--- config.mk ---
export PLATFORM = sky130hd
export DESIGN_NAME = fault_supervisor
export DESIGN_NICKNAME = d
export VERILOG_FILES = /design/src/fault_sup_pkg.sv /design/src/persist_if.sv /design/src/persist_filter.sv /design/src/fault_supervisor.sv
export SDC_FILE = /design/constraint.sdc
export NUM_CORES = 1
export LEC_CHECK = 0
export BUFFER_PORTS_ARGS = -buffer_cell sky130_fd_sc_hd__buf_2
export CAP_MARGIN = 0
export CORE_ASPECT_RATIO = 1.5
export CORE_MARGIN = 4
export CORE_UTILIZATION = 62
export CTS_BUF_LIST = sky130_fd_sc_hd__clkbuf_8
export DETAILED_ROUTE_END_ITERATION = 8
export PLACE_DENSITY_LB_ADDON = 0.3
export SYNTH_ARGS = -nofsm -noshare
export SYNTH_HDL_FRONTEND = slang
export SYNTH_HIERARCHICAL = 1
export SYNTH_SLANG_ARGS = --single-unit
--- constraint.sdc ---
create_clock -name clk -period 2.57 [get_ports clk]
set_input_delay 0.257 -clock clk [delete_from_list [all_inputs] [get_ports clk]]
set_output_delay 0.257 -clock clk [all_outputs]
set_load 0.05 [all_outputs]
--- src/fault_sup_pkg.sv ---
// Package: constants and types for the bridge driver fault supervisor
`default_nettype none
package fault_sup_pkg;
   localparam int CLK_MHZ = 50;
   // Times in nanoseconds
   localparam int T_RESET_MIN_NS = 2000;
   localparam int T_NORESET_MAX_NS = 500;
   localparam int T_PROP_MAX_NS = 1000;
   localparam int T_OC_BLANK_NS = 1500;
   localparam int T_SC_FILT_NS = 12000;
   localparam int T_SC_FILT_OPT_NS = 6800;
   localparam int T_OV_FILT_NS = 48000;
   localparam int T_VC_UV_NS = 100;
   localparam int T_VC_OV_NS = 150;
   localparam int NS_PER_CLK = 1000 / CLK_MHZ;
   // Cycle counts: least times round up, longest times round down
   localparam int RESET_CYC = (T_RESET_MIN_NS + NS_PER_CLK - 1) / NS_PER_CLK;
   localparam int NORESET_CYC = T_NORESET_MAX_NS / NS_PER_CLK;
   localparam int ENA_FILT_CYC = (NORESET_CYC + RESET_CYC) / 2;
   localparam int OC_BLANK_CYC = T_OC_BLANK_NS / NS_PER_CLK;
   localparam int SC_FILT_CYC = T_SC_FILT_NS / NS_PER_CLK;
   localparam int SC_FILT_OPT_CYC = T_SC_FILT_OPT_NS / NS_PER_CLK;
   localparam int OV_FILT_CYC = T_OV_FILT_NS / NS_PER_CLK;
   localparam int VC_UV_CYC = T_VC_UV_NS / NS_PER_CLK;
   localparam int VC_OV_CYC = T_VC_OV_NS / NS_PER_CLK;
   localparam int CNT_W = 16;
   // Diagnostic pin codes {a,b}
   localparam logic [1:0] DIAG_UV_VC = 2'h0;
   localparam logic [1:0] DIAG_OT_OV = 2'h1;
   localparam logic [1:0] DIAG_SC_OC = 2'h2;
   localparam logic [1:0] DIAG_NONE = 2'h3;
   typedef enum logic [2:0] {
      F_NONE, F_VCC, F_SHORT, F_UV, F_OV, F_OT_OC
   } fault_rank_t;
endpackage : fault_sup_pkg
`default_nettype wire

--- src/persist_if.sv ---
// Interface: persistence filter request and qualified result
`default_nettype none
interface persist_if;
   logic raw;
   logic [fault_sup_pkg::CNT_W-1:0] limit;
   logic qual;
   modport filt (input raw, input limit, output qual);
   modport user (output raw, output limit, input qual);
endinterface : persist_if
`default_nettype wire

--- src/persist_filter.sv ---
// Persistence filter: qual rises after raw held for limit cycles
`default_nettype none
module persist_filter (
   input wire logic clk,
   input wire logic rst_b,
   persist_if.filt pf
);
   logic [fault_sup_pkg::CNT_W-1:0] cnt_reg;
   logic qual_reg;

   always_ff @(posedge clk) begin
      if (!rst_b || !pf.raw) begin
         cnt_reg <= '0;
      end else if (cnt_reg < pf.limit) begin
         cnt_reg <= cnt_reg + 1'b1;
      end
   end

   always_ff @(posedge clk) begin
      if (!rst_b || !pf.raw) begin
         qual_reg <= 1'b0;
      end else if (cnt_reg + 1'b1 >= pf.limit) begin
         qual_reg <= 1'b1;
      end
   end

   assign pf.qual = qual_reg;
endmodule : persist_filter
`default_nettype wire

--- src/fault_supervisor.sv ---
// Top: fault ranking, latching, enable reset and diagnostic encoding
// Behaviour
// RULE1: Faults rank supply check, short, uv, ov, then ot and oc together.
// RULE2: Enable low for the reset time clears latches and forces gates off.
// RULE3: While disabled only undervoltage and overtemperature are shown.
// RULE4: The host holds enable low at least 2.0 us to clear latched errors.
// RULE5: An enable low of 0.5 us or less neither resets nor clears latches.
// RULE6: Output stages follow an enable change within 1.0 us.
// RULE7: After undervoltage clears, outputs follow inputs within 1.0 us.
// RULE8: Overcurrent is blanked 1.5 us before the warning shows.
// RULE9: A short must persist 12 us, or 6.8 us as option, before shutdown.
// RULE10: Short filtering integrates so low duty never trips, high duty does; the code restarts the count whenever the short input drops.
// RULE11: Overvoltage must persist 30 to 65 us before shutdown.
// RULE12: Supply check filters undervoltage 0.1 us, overvoltage 0.15 us.
// RULE13: The host drives enable rising edges within 2 us.
// RULE14: Diagnostic pins: LL uv/supply, LH ot/ov, HL short/oc, HH none.
// RULE15: Short, overvoltage, supply faults latch; uv restarts; ot, oc warn.
// RULE16: Diagnostic pins show the highest ranked active fault.
`default_nettype none
module fault_supervisor #(
   parameter bit SC_FAST_OPTION = 1'b0,
   parameter int OV_FILT_CYCLES = fault_sup_pkg::OV_FILT_CYC,
   parameter int SC_FILT_CYCLES = fault_sup_pkg::SC_FILT_CYC
) (
   input wire logic clk,
   input wire logic rst_b,
   input wire logic driver_arm_input,
   input wire logic short_fault_detect,
   input wire logic oc_compare,
   input wire logic uv_detect,
   input wire logic ov_detect,
   input wire logic ot_detect,
   input wire logic vcc_under,
   input wire logic vcc_over,
   input wire logic [5:0] gate_cmd,
   output logic [5:0] gate_drive,
   output logic diag_out_a,
   output logic diag_out_b
);
   localparam logic [fault_sup_pkg::CNT_W-1:0] ARM_LIM =
      fault_sup_pkg::CNT_W'(fault_sup_pkg::ENA_FILT_CYC);
   localparam logic [fault_sup_pkg::CNT_W-1:0] OC_LIM =
      fault_sup_pkg::CNT_W'(fault_sup_pkg::OC_BLANK_CYC);
   localparam logic [fault_sup_pkg::CNT_W-1:0] SC_LIM = SC_FAST_OPTION ?
      fault_sup_pkg::CNT_W'(fault_sup_pkg::SC_FILT_OPT_CYC) :
      fault_sup_pkg::CNT_W'(SC_FILT_CYCLES);
   localparam logic [fault_sup_pkg::CNT_W-1:0] OV_LIM =
      fault_sup_pkg::CNT_W'(OV_FILT_CYCLES);
   localparam logic [fault_sup_pkg::CNT_W-1:0] VU_LIM =
      fault_sup_pkg::CNT_W'(fault_sup_pkg::VC_UV_CYC);
   localparam logic [fault_sup_pkg::CNT_W-1:0] VO_LIM =
      fault_sup_pkg::CNT_W'(fault_sup_pkg::VC_OV_CYC);

   // ---------------------------------------------------------------
   // Enable low-time qualification
   // ---------------------------------------------------------------
   logic [fault_sup_pkg::CNT_W-1:0] low_cnt_reg;
   logic clear_reg;
   logic armed_reg;

   // Low pulses up to the no-reset time never reach the clear point
   always_ff @(posedge clk) begin
      if (!rst_b || driver_arm_input) begin
         low_cnt_reg <= '0;
      end else if (low_cnt_reg < ARM_LIM) begin // [RULE5]
         low_cnt_reg <= low_cnt_reg + 1'b1;
      end
   end

   // Latch clear once the low time is long enough
   always_ff @(posedge clk) begin
      if (!rst_b) begin
         clear_reg <= 1'b1;
      end else begin
         clear_reg <= !driver_arm_input && (low_cnt_reg >= ARM_LIM); // [RULE2]
      end
   end

   // Output stage enable follows the pin within one cycle
   always_ff @(posedge clk) begin
      if (!rst_b) begin
         armed_reg <= 1'b0;
      end else begin
         armed_reg <= driver_arm_input; // [RULE6]
      end
   end

   // ---------------------------------------------------------------
   // Detector filters
   // ---------------------------------------------------------------
   persist_if oc_pf ();
   persist_if sc_pf ();
   persist_if ov_pf ();
   persist_if vu_pf ();
   persist_if vo_pf ();

   assign oc_pf.raw = oc_compare;
   assign oc_pf.limit = OC_LIM; // [RULE8]
   assign sc_pf.raw = short_fault_detect && !uv_detect;
   assign sc_pf.limit = SC_LIM; // [RULE9] [RULE10]
   assign ov_pf.raw = ov_detect;
   assign ov_pf.limit = OV_LIM; // [RULE11]
   // Supply check only while enable is high
   assign vu_pf.raw = vcc_under && driver_arm_input;
   assign vu_pf.limit = VU_LIM; // [RULE12]
   assign vo_pf.raw = vcc_over && driver_arm_input;
   assign vo_pf.limit = VO_LIM; // [RULE12]

   persist_filter oc_filt (.clk(clk), .rst_b(rst_b), .pf(oc_pf));
   persist_filter sc_filt (.clk(clk), .rst_b(rst_b), .pf(sc_pf));
   persist_filter ov_filt (.clk(clk), .rst_b(rst_b), .pf(ov_pf));
   persist_filter vu_filt (.clk(clk), .rst_b(rst_b), .pf(vu_pf));
   persist_filter vo_filt (.clk(clk), .rst_b(rst_b), .pf(vo_pf));

   // ---------------------------------------------------------------
   // Latched faults
   // ---------------------------------------------------------------
   logic sc_lat_reg;
   logic ov_lat_reg;
   logic vc_lat_reg;
   logic uv_reg;
   logic ot_reg;

   // Set wins over the enable clear
   always_ff @(posedge clk) begin
      if (!rst_b) begin
         sc_lat_reg <= 1'b0;
      end else if (sc_pf.qual) begin
         sc_lat_reg <= 1'b1; // [RULE15]
      end else if (clear_reg) begin
         sc_lat_reg <= 1'b0; // [RULE2]
      end
   end

   always_ff @(posedge clk) begin
      if (!rst_b) begin
         ov_lat_reg <= 1'b0;
      end else if (ov_pf.qual) begin
         ov_lat_reg <= 1'b1; // [RULE15]
      end else if (clear_reg) begin
         ov_lat_reg <= 1'b0; // [RULE2]
      end
   end

   always_ff @(posedge clk) begin
      if (!rst_b) begin
         vc_lat_reg <= 1'b0;
      end else if (vu_pf.qual || vo_pf.qual) begin
         vc_lat_reg <= 1'b1; // [RULE15]
      end else if (clear_reg) begin
         vc_lat_reg <= 1'b0; // [RULE2]
      end
   end

   // Undervoltage and overtemperature track their inputs
   always_ff @(posedge clk) begin
      if (!rst_b) begin
         uv_reg <= 1'b0;
         ot_reg <= 1'b0;
      end else begin
         uv_reg <= uv_detect; // [RULE15]
         ot_reg <= ot_detect;
      end
   end

   // ---------------------------------------------------------------
   // Gate drive
   // ---------------------------------------------------------------
   logic gates_ok;
   assign gates_ok = armed_reg && !clear_reg && !sc_lat_reg && !ov_lat_reg
      && !vc_lat_reg && !uv_reg; // [RULE7] [RULE15]

   always_ff @(posedge clk) begin
      if (!rst_b) begin
         gate_drive <= '0;
      end else if (gates_ok) begin
         gate_drive <= gate_cmd; // [RULE6] [RULE7]
      end else begin
         gate_drive <= '0; // [RULE2]
      end
   end

   // ---------------------------------------------------------------
   // Priority and diagnostic encoding
   // ---------------------------------------------------------------
   fault_sup_pkg::fault_rank_t top_fault;
   logic [1:0] code;

   always_comb begin
      top_fault = fault_sup_pkg::F_NONE;
      if (!armed_reg) begin
         if (uv_reg) begin
            top_fault = fault_sup_pkg::F_UV; // [RULE3]
         end else if (ot_reg) begin
            top_fault = fault_sup_pkg::F_OT_OC; // [RULE3]
         end
      end else if (vc_lat_reg) begin
         top_fault = fault_sup_pkg::F_VCC; // [RULE1] [RULE16]
      end else if (sc_lat_reg) begin
         top_fault = fault_sup_pkg::F_SHORT;
      end else if (uv_reg) begin
         top_fault = fault_sup_pkg::F_UV;
      end else if (ov_lat_reg) begin
         top_fault = fault_sup_pkg::F_OV;
      end else if (ot_reg) begin
         top_fault = fault_sup_pkg::F_OT_OC;
      end else if (oc_pf.qual) begin
         top_fault = fault_sup_pkg::F_OT_OC;
      end
   end

   always_comb begin
      case (top_fault)
         fault_sup_pkg::F_VCC, fault_sup_pkg::F_UV: begin
            code = fault_sup_pkg::DIAG_UV_VC; // [RULE14]
         end
         fault_sup_pkg::F_OV: begin
            code = fault_sup_pkg::DIAG_OT_OV;
         end
         fault_sup_pkg::F_SHORT: begin
            code = fault_sup_pkg::DIAG_SC_OC;
         end
         fault_sup_pkg::F_OT_OC: begin
            code = ot_reg ? fault_sup_pkg::DIAG_OT_OV :
               fault_sup_pkg::DIAG_SC_OC;
         end
         default: begin
            code = fault_sup_pkg::DIAG_NONE;
         end
      endcase
   end

   always_ff @(posedge clk) begin
      if (!rst_b) begin
         diag_out_a <= 1'b1;
         diag_out_b <= 1'b1;
      end else begin
         diag_out_a <= code[1]; // [RULE14] [RULE16]
         diag_out_b <= code[0];
      end
   end
endmodule : fault_supervisor
`default_nettype wire

==> results of run 1 <==
## power breakdown
| part | leakage (nW) | internal (mW) | switching, mW | total, mW |
|---|---|---|---|---|
| Sequential | 0.942 | 1.81 | 0.0156 | 1.83 |
| Clock | 0.228 | 1.16 | 0.758 | 1.92 |
| Combinational | 3.78 | 0.127 | 0.210 | 0.337 |
| Total | 4.95 | 3.10 | 0.983 | 4.08 |
## worst register-to-register path, cell delays in order, from the launching register on
cell and delay [ps]:
dfxtp_2 370, and4_4 230, nand4_1 220, or2_4 330, xnor2_1 120, ha_1 330, and4_4 220, a21oi_2 130
a31oi_1 120, o41a_1 320
## per-layer routing
layer  wire length, um  GRT usage, %
met5                 0             0
met4               507          9.99
met1              8440          26.5
met3               488          3.98
met2             11800          48.1
## cell type report
| cell class | instances | area share [%] |
|---|---|---|
| Multi-Input combinational cell | 956 | 63.4 |
| Sequential cell | 116 | 21.0 |
| Clock inverter | 13 | 1.72 |
| Timing Repair Buffer | 97 | 6.14 |
| Clock buffer | 18 | 2.23 |
| Tap cell | 199 | 2.24 |
| Inverter | 96 | 3.24 |
## what timing repair did
action | 4_1_cts | 5_1_grt
setup endpoints to repair | 1 | 19
pin swaps | 0 | 4
gates resized for setup | 1 | 38
buffers inserted | 0 | 1
## layout by cell type (no fill, tap or decap), drive strengths merged, types with 6 or more instances in the layout
| cell type | Yosys | layout |
|---|---|---|
| nand3 | 56 | 56 |
| o21a | 13 | 13 |
| and3 | 17 | 17 |
| dfxtp | 116 | 116 |
| and2 | 21 | 21 |
| o211ai | 11 | 11 |
| nand2 | 54 | 54 |
| conb | 2 | 85 |
| or4 | 10 | 10 |
| or2 | 11 | 11 |
| clkbuf | 6 | 18 |
| a21o | 7 | 7 |
| xnor2 | 66 | 66 |
| a211oi | 13 | 13 |
| o21ai | 98 | 98 |
| xor2 | 9 | 9 |
| a21oi | 108 | 108 |
| or3 | 66 | 66 |
| nor2 | 25 | 25 |
| buf | 20 | 97 |
| and4 | 16 | 16 |
| nand4 | 25 | 25 |
| o21bai | 6 | 6 |
| a31oi | 6 | 6 |
| nor2b | 21 | 21 |
| ha | 167 | 167 |
| inv | 96 | 99 |
| a2111oi | 10 | 10 |
## logic make-up (layout without fill, tap and decap cells)
kind of cell	after synthesis	after routing	share of synthesized area (%)
and+or+nand+nor	335	335	22.7
AOI/OAI and AO/OA	293	293	18.2
adders and majority gates	167	167	22.0
buffers and inverters	122	224	5.51
DFF	116	116	24.5
xor gates and xnor gates	75	75	6.92
other	2	85	0.0792
muxes	1	1	0.106
## metrics by stage
step	util, %	instance area, sq um	setup WS, ps	std cells
floorplan	-	9800	199	1194
global placement	70.1	10600	38.9	1463
detailed placement	70.1	10600	-8.49	1463
CTS	73.0	11000	6.56	1494
global route	73.8	11100	-21.2	1495
finish	73.8	11100	65.1	1495
## worst max path at each step
stage | start | to | slack (ps)
final | sc_filt/cnt_reg[2]$_SDFFE_PP0N_ | sc_filt/pf.qual$_SDFFE_PP0P_ | 70
after global routing | vo_filt/cnt_reg[1]$_SDFFE_PP0N_ | vo_filt/pf.qual$_SDFFE_PP0P_ | -20
after CTS | ov_filt/cnt_reg[0]$_SDFFE_PP0N_ | ov_filt/pf.qual$_SDFFE_PP0P_ | 7
after detailed placement | oc_filt/cnt_reg[0]$_SDFFE_PP0N_ | oc_filt/pf.qual$_SDFFE_PP0P_ | -8
after global placement | sc_filt/cnt_reg[3]$_SDFFE_PP0N_ | sc_filt/pf.qual$_SDFFE_PP0P_ | 40
after floorplan | sc_filt/cnt_reg[2]$_SDFFE_PP0N_ | sc_filt/pf.qual$_SDFFE_PP0P_ | 200
==> flow_summary.yaml, run 1 <==
run_status:
  status: "finished, final reports clean"
critical_path:
  end_kind: "register"
  path_buf_inv: 0
  path_depth: 9
  worst-setup-path-type: "reg2reg"
  rrSetupSlack_ps: 70
  r2r_start: "sc_filt/cnt_reg[2]$_SDFFE_PP0N_"
  worstRegToRegCells: 9
  rr_endpoint: "sc_filt/pf.qual$_SDFFE_PP0P_"
  critPathSlowestCell: "dfxtp_2"
  crit_path_start_kind: "register"
  slowest_delay_ps: 370
  crit_chain: "and4_4, nand4_1, or2_4, xnor2_1, ha_1, and4_4, a21oi_2, a31oi_1, o41a_1"
  crit_top_cell: "and4_4"
  arrival_ps: 2840
  worstPathRequired_ps: 2900
  cp_max_fo: 4
  critPathTopFamily: "simple AND/OR/NAND/NOR gates"
routing:
  vias: 8488
  ant_nets: 0
  drt_first_pass_iters: 4
  vias_per_cell: 5.68
  wl_per_cell_um: 14.2
  drc_errors: 0
  routed_wl_mm: 21.3
  drtIter0Drc: 328
worst_hold_path:
  min_path_cells: 2
  hold_path.startpoint: "gate_cmd[3]"
  hold_path_class: "in2reg"
  hold-path-endpoint: "gate_drive[3]$_SDFF_PN0_"
final_layout:
  synthToLayoutAreaGrowth_pct: 17.3
  fillers: 1152
  antenna_cells: 0
  multiInputGateArea_sq_um: 7060
  regArea_sq_um: 2340
  drive_gt1_share_pct: 15.4
  fin_nets: 1467
clocking:
  cts_htree_levels: 4
  cts_hold_buf: 0
  path_clk_slew_ps: 70
  numCtsBuffers: 17
  cts_sinks: 116
  clock_latency_ps: 450
  cts_buffer_depth: 2
  cts_tree: "done"
  cts-root-buf: "clkbuf_8"
yosys:
  synth_cells: 1111
  synthDistinctLibCells: 56
  synthArstFlopShare_pct: 0
  synth_edf_count: 0
  ys_ff_latch: 116
  synth_area_leaders: "dfxtp_1, ha_1, xnor2_1"
  yosysTopAreaCellShare_pct: 24.5
  synth_top_cell_by_area: "dfxtp_1"
  syn-cell-area_sq_um: 9490
  yosysMostFrequentCell: "ha_1"
  yosys_warnings: 6
  synth_flop_cell: "dfxtp_1"
  avgSynthCellArea_sq_um: 8.54
  yosys-top-cells-count: "ha_1, dfxtp_1, a21oi_1"
  ys_seq_area_share_pct: 24.5
timing:
  maxSlewViolCount: 0
  clock_skew_ps: 9.55
  hold_slack_ps: 36.3
  finalCritPeriodShare_pct: 97.5
  setup_tns_ps: 0
  slew_headroom_pct: 51.0
  tightestPinTransition_ps: 724
  finalHoldViolations: 0
  setup_violations: 0
  final.min_clock_period_ps: 2500
  max_freq_ghz: 0.399
  rsz0062_at_grt: "yes"
power_and_ir_drop:
  powerDensity_nw_per_um2: 367
  total_power_mw: 4.08
  irDropWorstVdd_mv: 0.347
  leakagePower_nw: 4.95
global_routing:
  antenna_found_initial: 0
  gr-total-overflow: 0
  groute.usage.overall_pct: 25.2
  grt_pass1_wl_mm: 36.1
  grt_pass1_vias: 8440
  grt_max_degree: 32
placed_design:
  place_hpwl_mm: 16.3
  gp_routability_congestion: 0.859
  place.port_buffers: 23
floorplanning:
  core_sq_um: 15100
  boundaryPins: 24
  die_h_um: 160
  initial_core_util_pct: 63.0
  die_w_um: 109
  rows: 55
  dieArea_sq_um: 17400
job:
  maxCapViolations: 0
(Power assumes the default switching activity.)
==> inputs of run 2 (changes only) <==
--- a/config.mk
+++ b/config.mk
@@ -10,7 +10,6 @@
 export CORE_ASPECT_RATIO = 1.5
 export CORE_MARGIN = 4
 export CORE_UTILIZATION = 62
-export CTS_BUF_LIST = sky130_fd_sc_hd__clkbuf_8
 export DETAILED_ROUTE_END_ITERATION = 8
 export PLACE_DENSITY_LB_ADDON = 0.3
 export SYNTH_ARGS = -nofsm -noshare
==> run 2 against run 1 <==
Compared with the run above: hold slack improved by 31 ps; final cell count did not move; highest routed layer unchanged; worst setup slack got worse by 45 ps; critical endpoint is now oc_filt/pf.qual$_SDFFE_PP0P_; routed wire length rose by 3.5%; sequential cell count did not move; die area did not move; combinational power barely moved; critical path depth did not move; utilization rose by 1.4 points; final area rose by 1.9%.
==> flow_summary.yaml, run 2 (synthesis results as in run 1) <==
final_layout:
  drive_gt1_share_pct: 15.7
  final_common_cell: "ha_1"
  antenna_cells: 0
  fin_nets: 1467
  synthToLayoutAreaGrowth_pct: 19.5
  fillers: 1093
  fin_area_sq_um: 11300
  final_cell_mix: "ha_1, a21oi_1, dfxtp_1"
routing:
  vias_per_cell: 5.74
  vias: 8580
  wl_per_cell_um: 14.7
  drt_first_pass_iters: 5
  ant_nets: 0
  drt-met1-wl_mm: 8.54
  routed_wl_mm: 22.0
  drtIter0Drc: 372
  wl_met2_mm: 12.2
  drc_errors: 0
  top_layer: "met4"
  wl_met3_um: 553
placed_design:
  place_area_sq_um: 10600
  place_hpwl_mm: 16.3
  gp_routability_congestion: 0.859
  place.port_buffers: 23
timing:
  finalHoldViolations: 0
  max_freq_ghz: 0.392
  finalCritPeriodShare_pct: 99.2
  setup_tns_ps: 0
  setup_violations: 0
  slew_headroom_pct: 49.6
  tightestPinTransition_ps: 745
  clock_skew_ps: 7.85
  final.min_clock_period_ps: 2550
  maxSlewViolCount: 0
global_routing:
  gr-total-overflow: 0
  grt_max_degree: 32
  antenna_found_initial: 0
  grt_pass1_wl_mm: 37.2
  grt_pass1_vias: 8673
  groute.usage.overall_pct: 26.0
run_status:
  status: "finished, final reports clean"
clocking:
  cts-root-buf: "clkbuf_16"
  clock_latency_ps: 420
  cts_buffer_depth: 2
  cts_tree: "done"
  cts_sinks: 116
  numCtsBuffers: 17
  cts_htree_levels: 4
  path_clk_slew_ps: 50
power_and_ir_drop:
  leakagePower_nw: 5.03
  irDropWorstVdd_mv: 0.402
  powerDensity_nw_per_um2: 419
critical_path:
  arrival_ps: 2850
  worstPathRequired_ps: 2870
  crit_path_start_kind: "register"
  critPathSlowestCell: "dfxtp_2"
  worst-setup-path-type: "reg2reg"
  slowest_delay_ps: 370
  cp_max_fo: 6
  end_kind: "register"
  crit_chain: "ha_2, nand3_4, or2_2, xnor2_1, ha_1, and4_1, a21oi_1, a31oi_1, o41a_1"
floorplanning:
  dieArea_sq_um: 17400
  boundaryPins: 24
  die_h_um: 160
  core_sq_um: 15100
  initial_core_util_pct: 63.0
  rows: 55
  die_w_um: 109
worst_hold_path:
  hold_path_class: "in2reg"
job:
  maxCapViolations: 0
run 2: changes by cell type in the layout (fill, tap and decap cells not counted), moves of 2 or more:
cell	change
clkbuf_16	+17
clkbuf_8	-17
clkbuf_1	+3
inv_1	-3
nor2_1	-2
nor2_2	+2
run 2: worst paths after layout:
path	end	slack, ps	depth (start not counted)	startpoint
max	oc_filt/pf.qual$_SDFFE_PP0P_	20	9	oc_filt/cnt_reg[0]$_SDFFE_PP0N_
min	gate_drive[4]$_SDFF_PN0_	70	2	gate_cmd[4]
max reg2reg	oc_filt/pf.qual$_SDFFE_PP0P_	20	9	oc_filt/cnt_reg[0]$_SDFFE_PP0N_
min reg2reg	low_cnt_reg[14]$_SDFFE_PP0P_	480	1	low_cnt_reg[14]$_SDFFE_PP0P_
run 2: per-stage QoR:
| stage | utilization (%) | instances | total power, mW | setup WS, ps | hold WS [ps] |
|---|---|---|---|---|---|
| 2_1_floorplan | - | 1194 | 2.10 | 199 | 371 |
| 3_3_place_gp | 70.1 | 1463 | 2.17 | 38.9 | 444 |
| 3_5_place_dp | 70.1 | 1463 | 2.18 | -8.49 | 464 |
| 4_1_cts | 74.3 | 1494 | 4.76 | 8.26 | 50.7 |
| 5_1_grt | 75.2 | 1495 | 4.93 | -33.8 | 60.9 |
| 6_report | 75.2 | 1495 | 4.75 | 20.2 | 67.0 |
run 2: per-layer routing:
metal  track usage, %  up-vias
li1                 -     4321
met1             26.9     4050
met2             49.1      144
met3             3.94       65
met4             13.0        0
met5                0        -
run 2: final cells by class:
class	instances	area [sq um]	share of cell area, %
Sequential cell	116	2340	20.6
Tap cell	199	249	2.20
Multi-Input combinational cell	956	7080	62.4
Inverter	96	360	3.18
Clock buffer	21	450	3.97
Timing Repair Buffer	97	683	6.03
Clock inverter	10	180	1.59
run 2: critical path, delay by kind of cell, from the launching register on:
kind                     cells  cell delay (ps)
AO/OA/AOI/OAI                3              680
XOR/XNOR                     1              200
adder cells (fa/ha/maj)      2              500
flip-flops                   1              370
AND/OR/NAND/NOR              3              690
run 2: report_power, final:
group / internal (mW) / total (mW) / switching, mW / leakage [nW]
clock: 1.73 / 2.58 / 0.842 / 0.303
sequential: 1.81 / 1.83 / 0.0158 / 0.943
combinational: 0.127 / 0.340 / 0.213 / 3.78
run 2: timing repair:
item / in CTS / in global routing
setup buffers: 0 / 1
cloned: 0 / 0
resized for setup: 5 / 40
endpoints found under the setup margin: 3 / 19
pin swaps: 1 / 6
hold buffers: 0 / 0
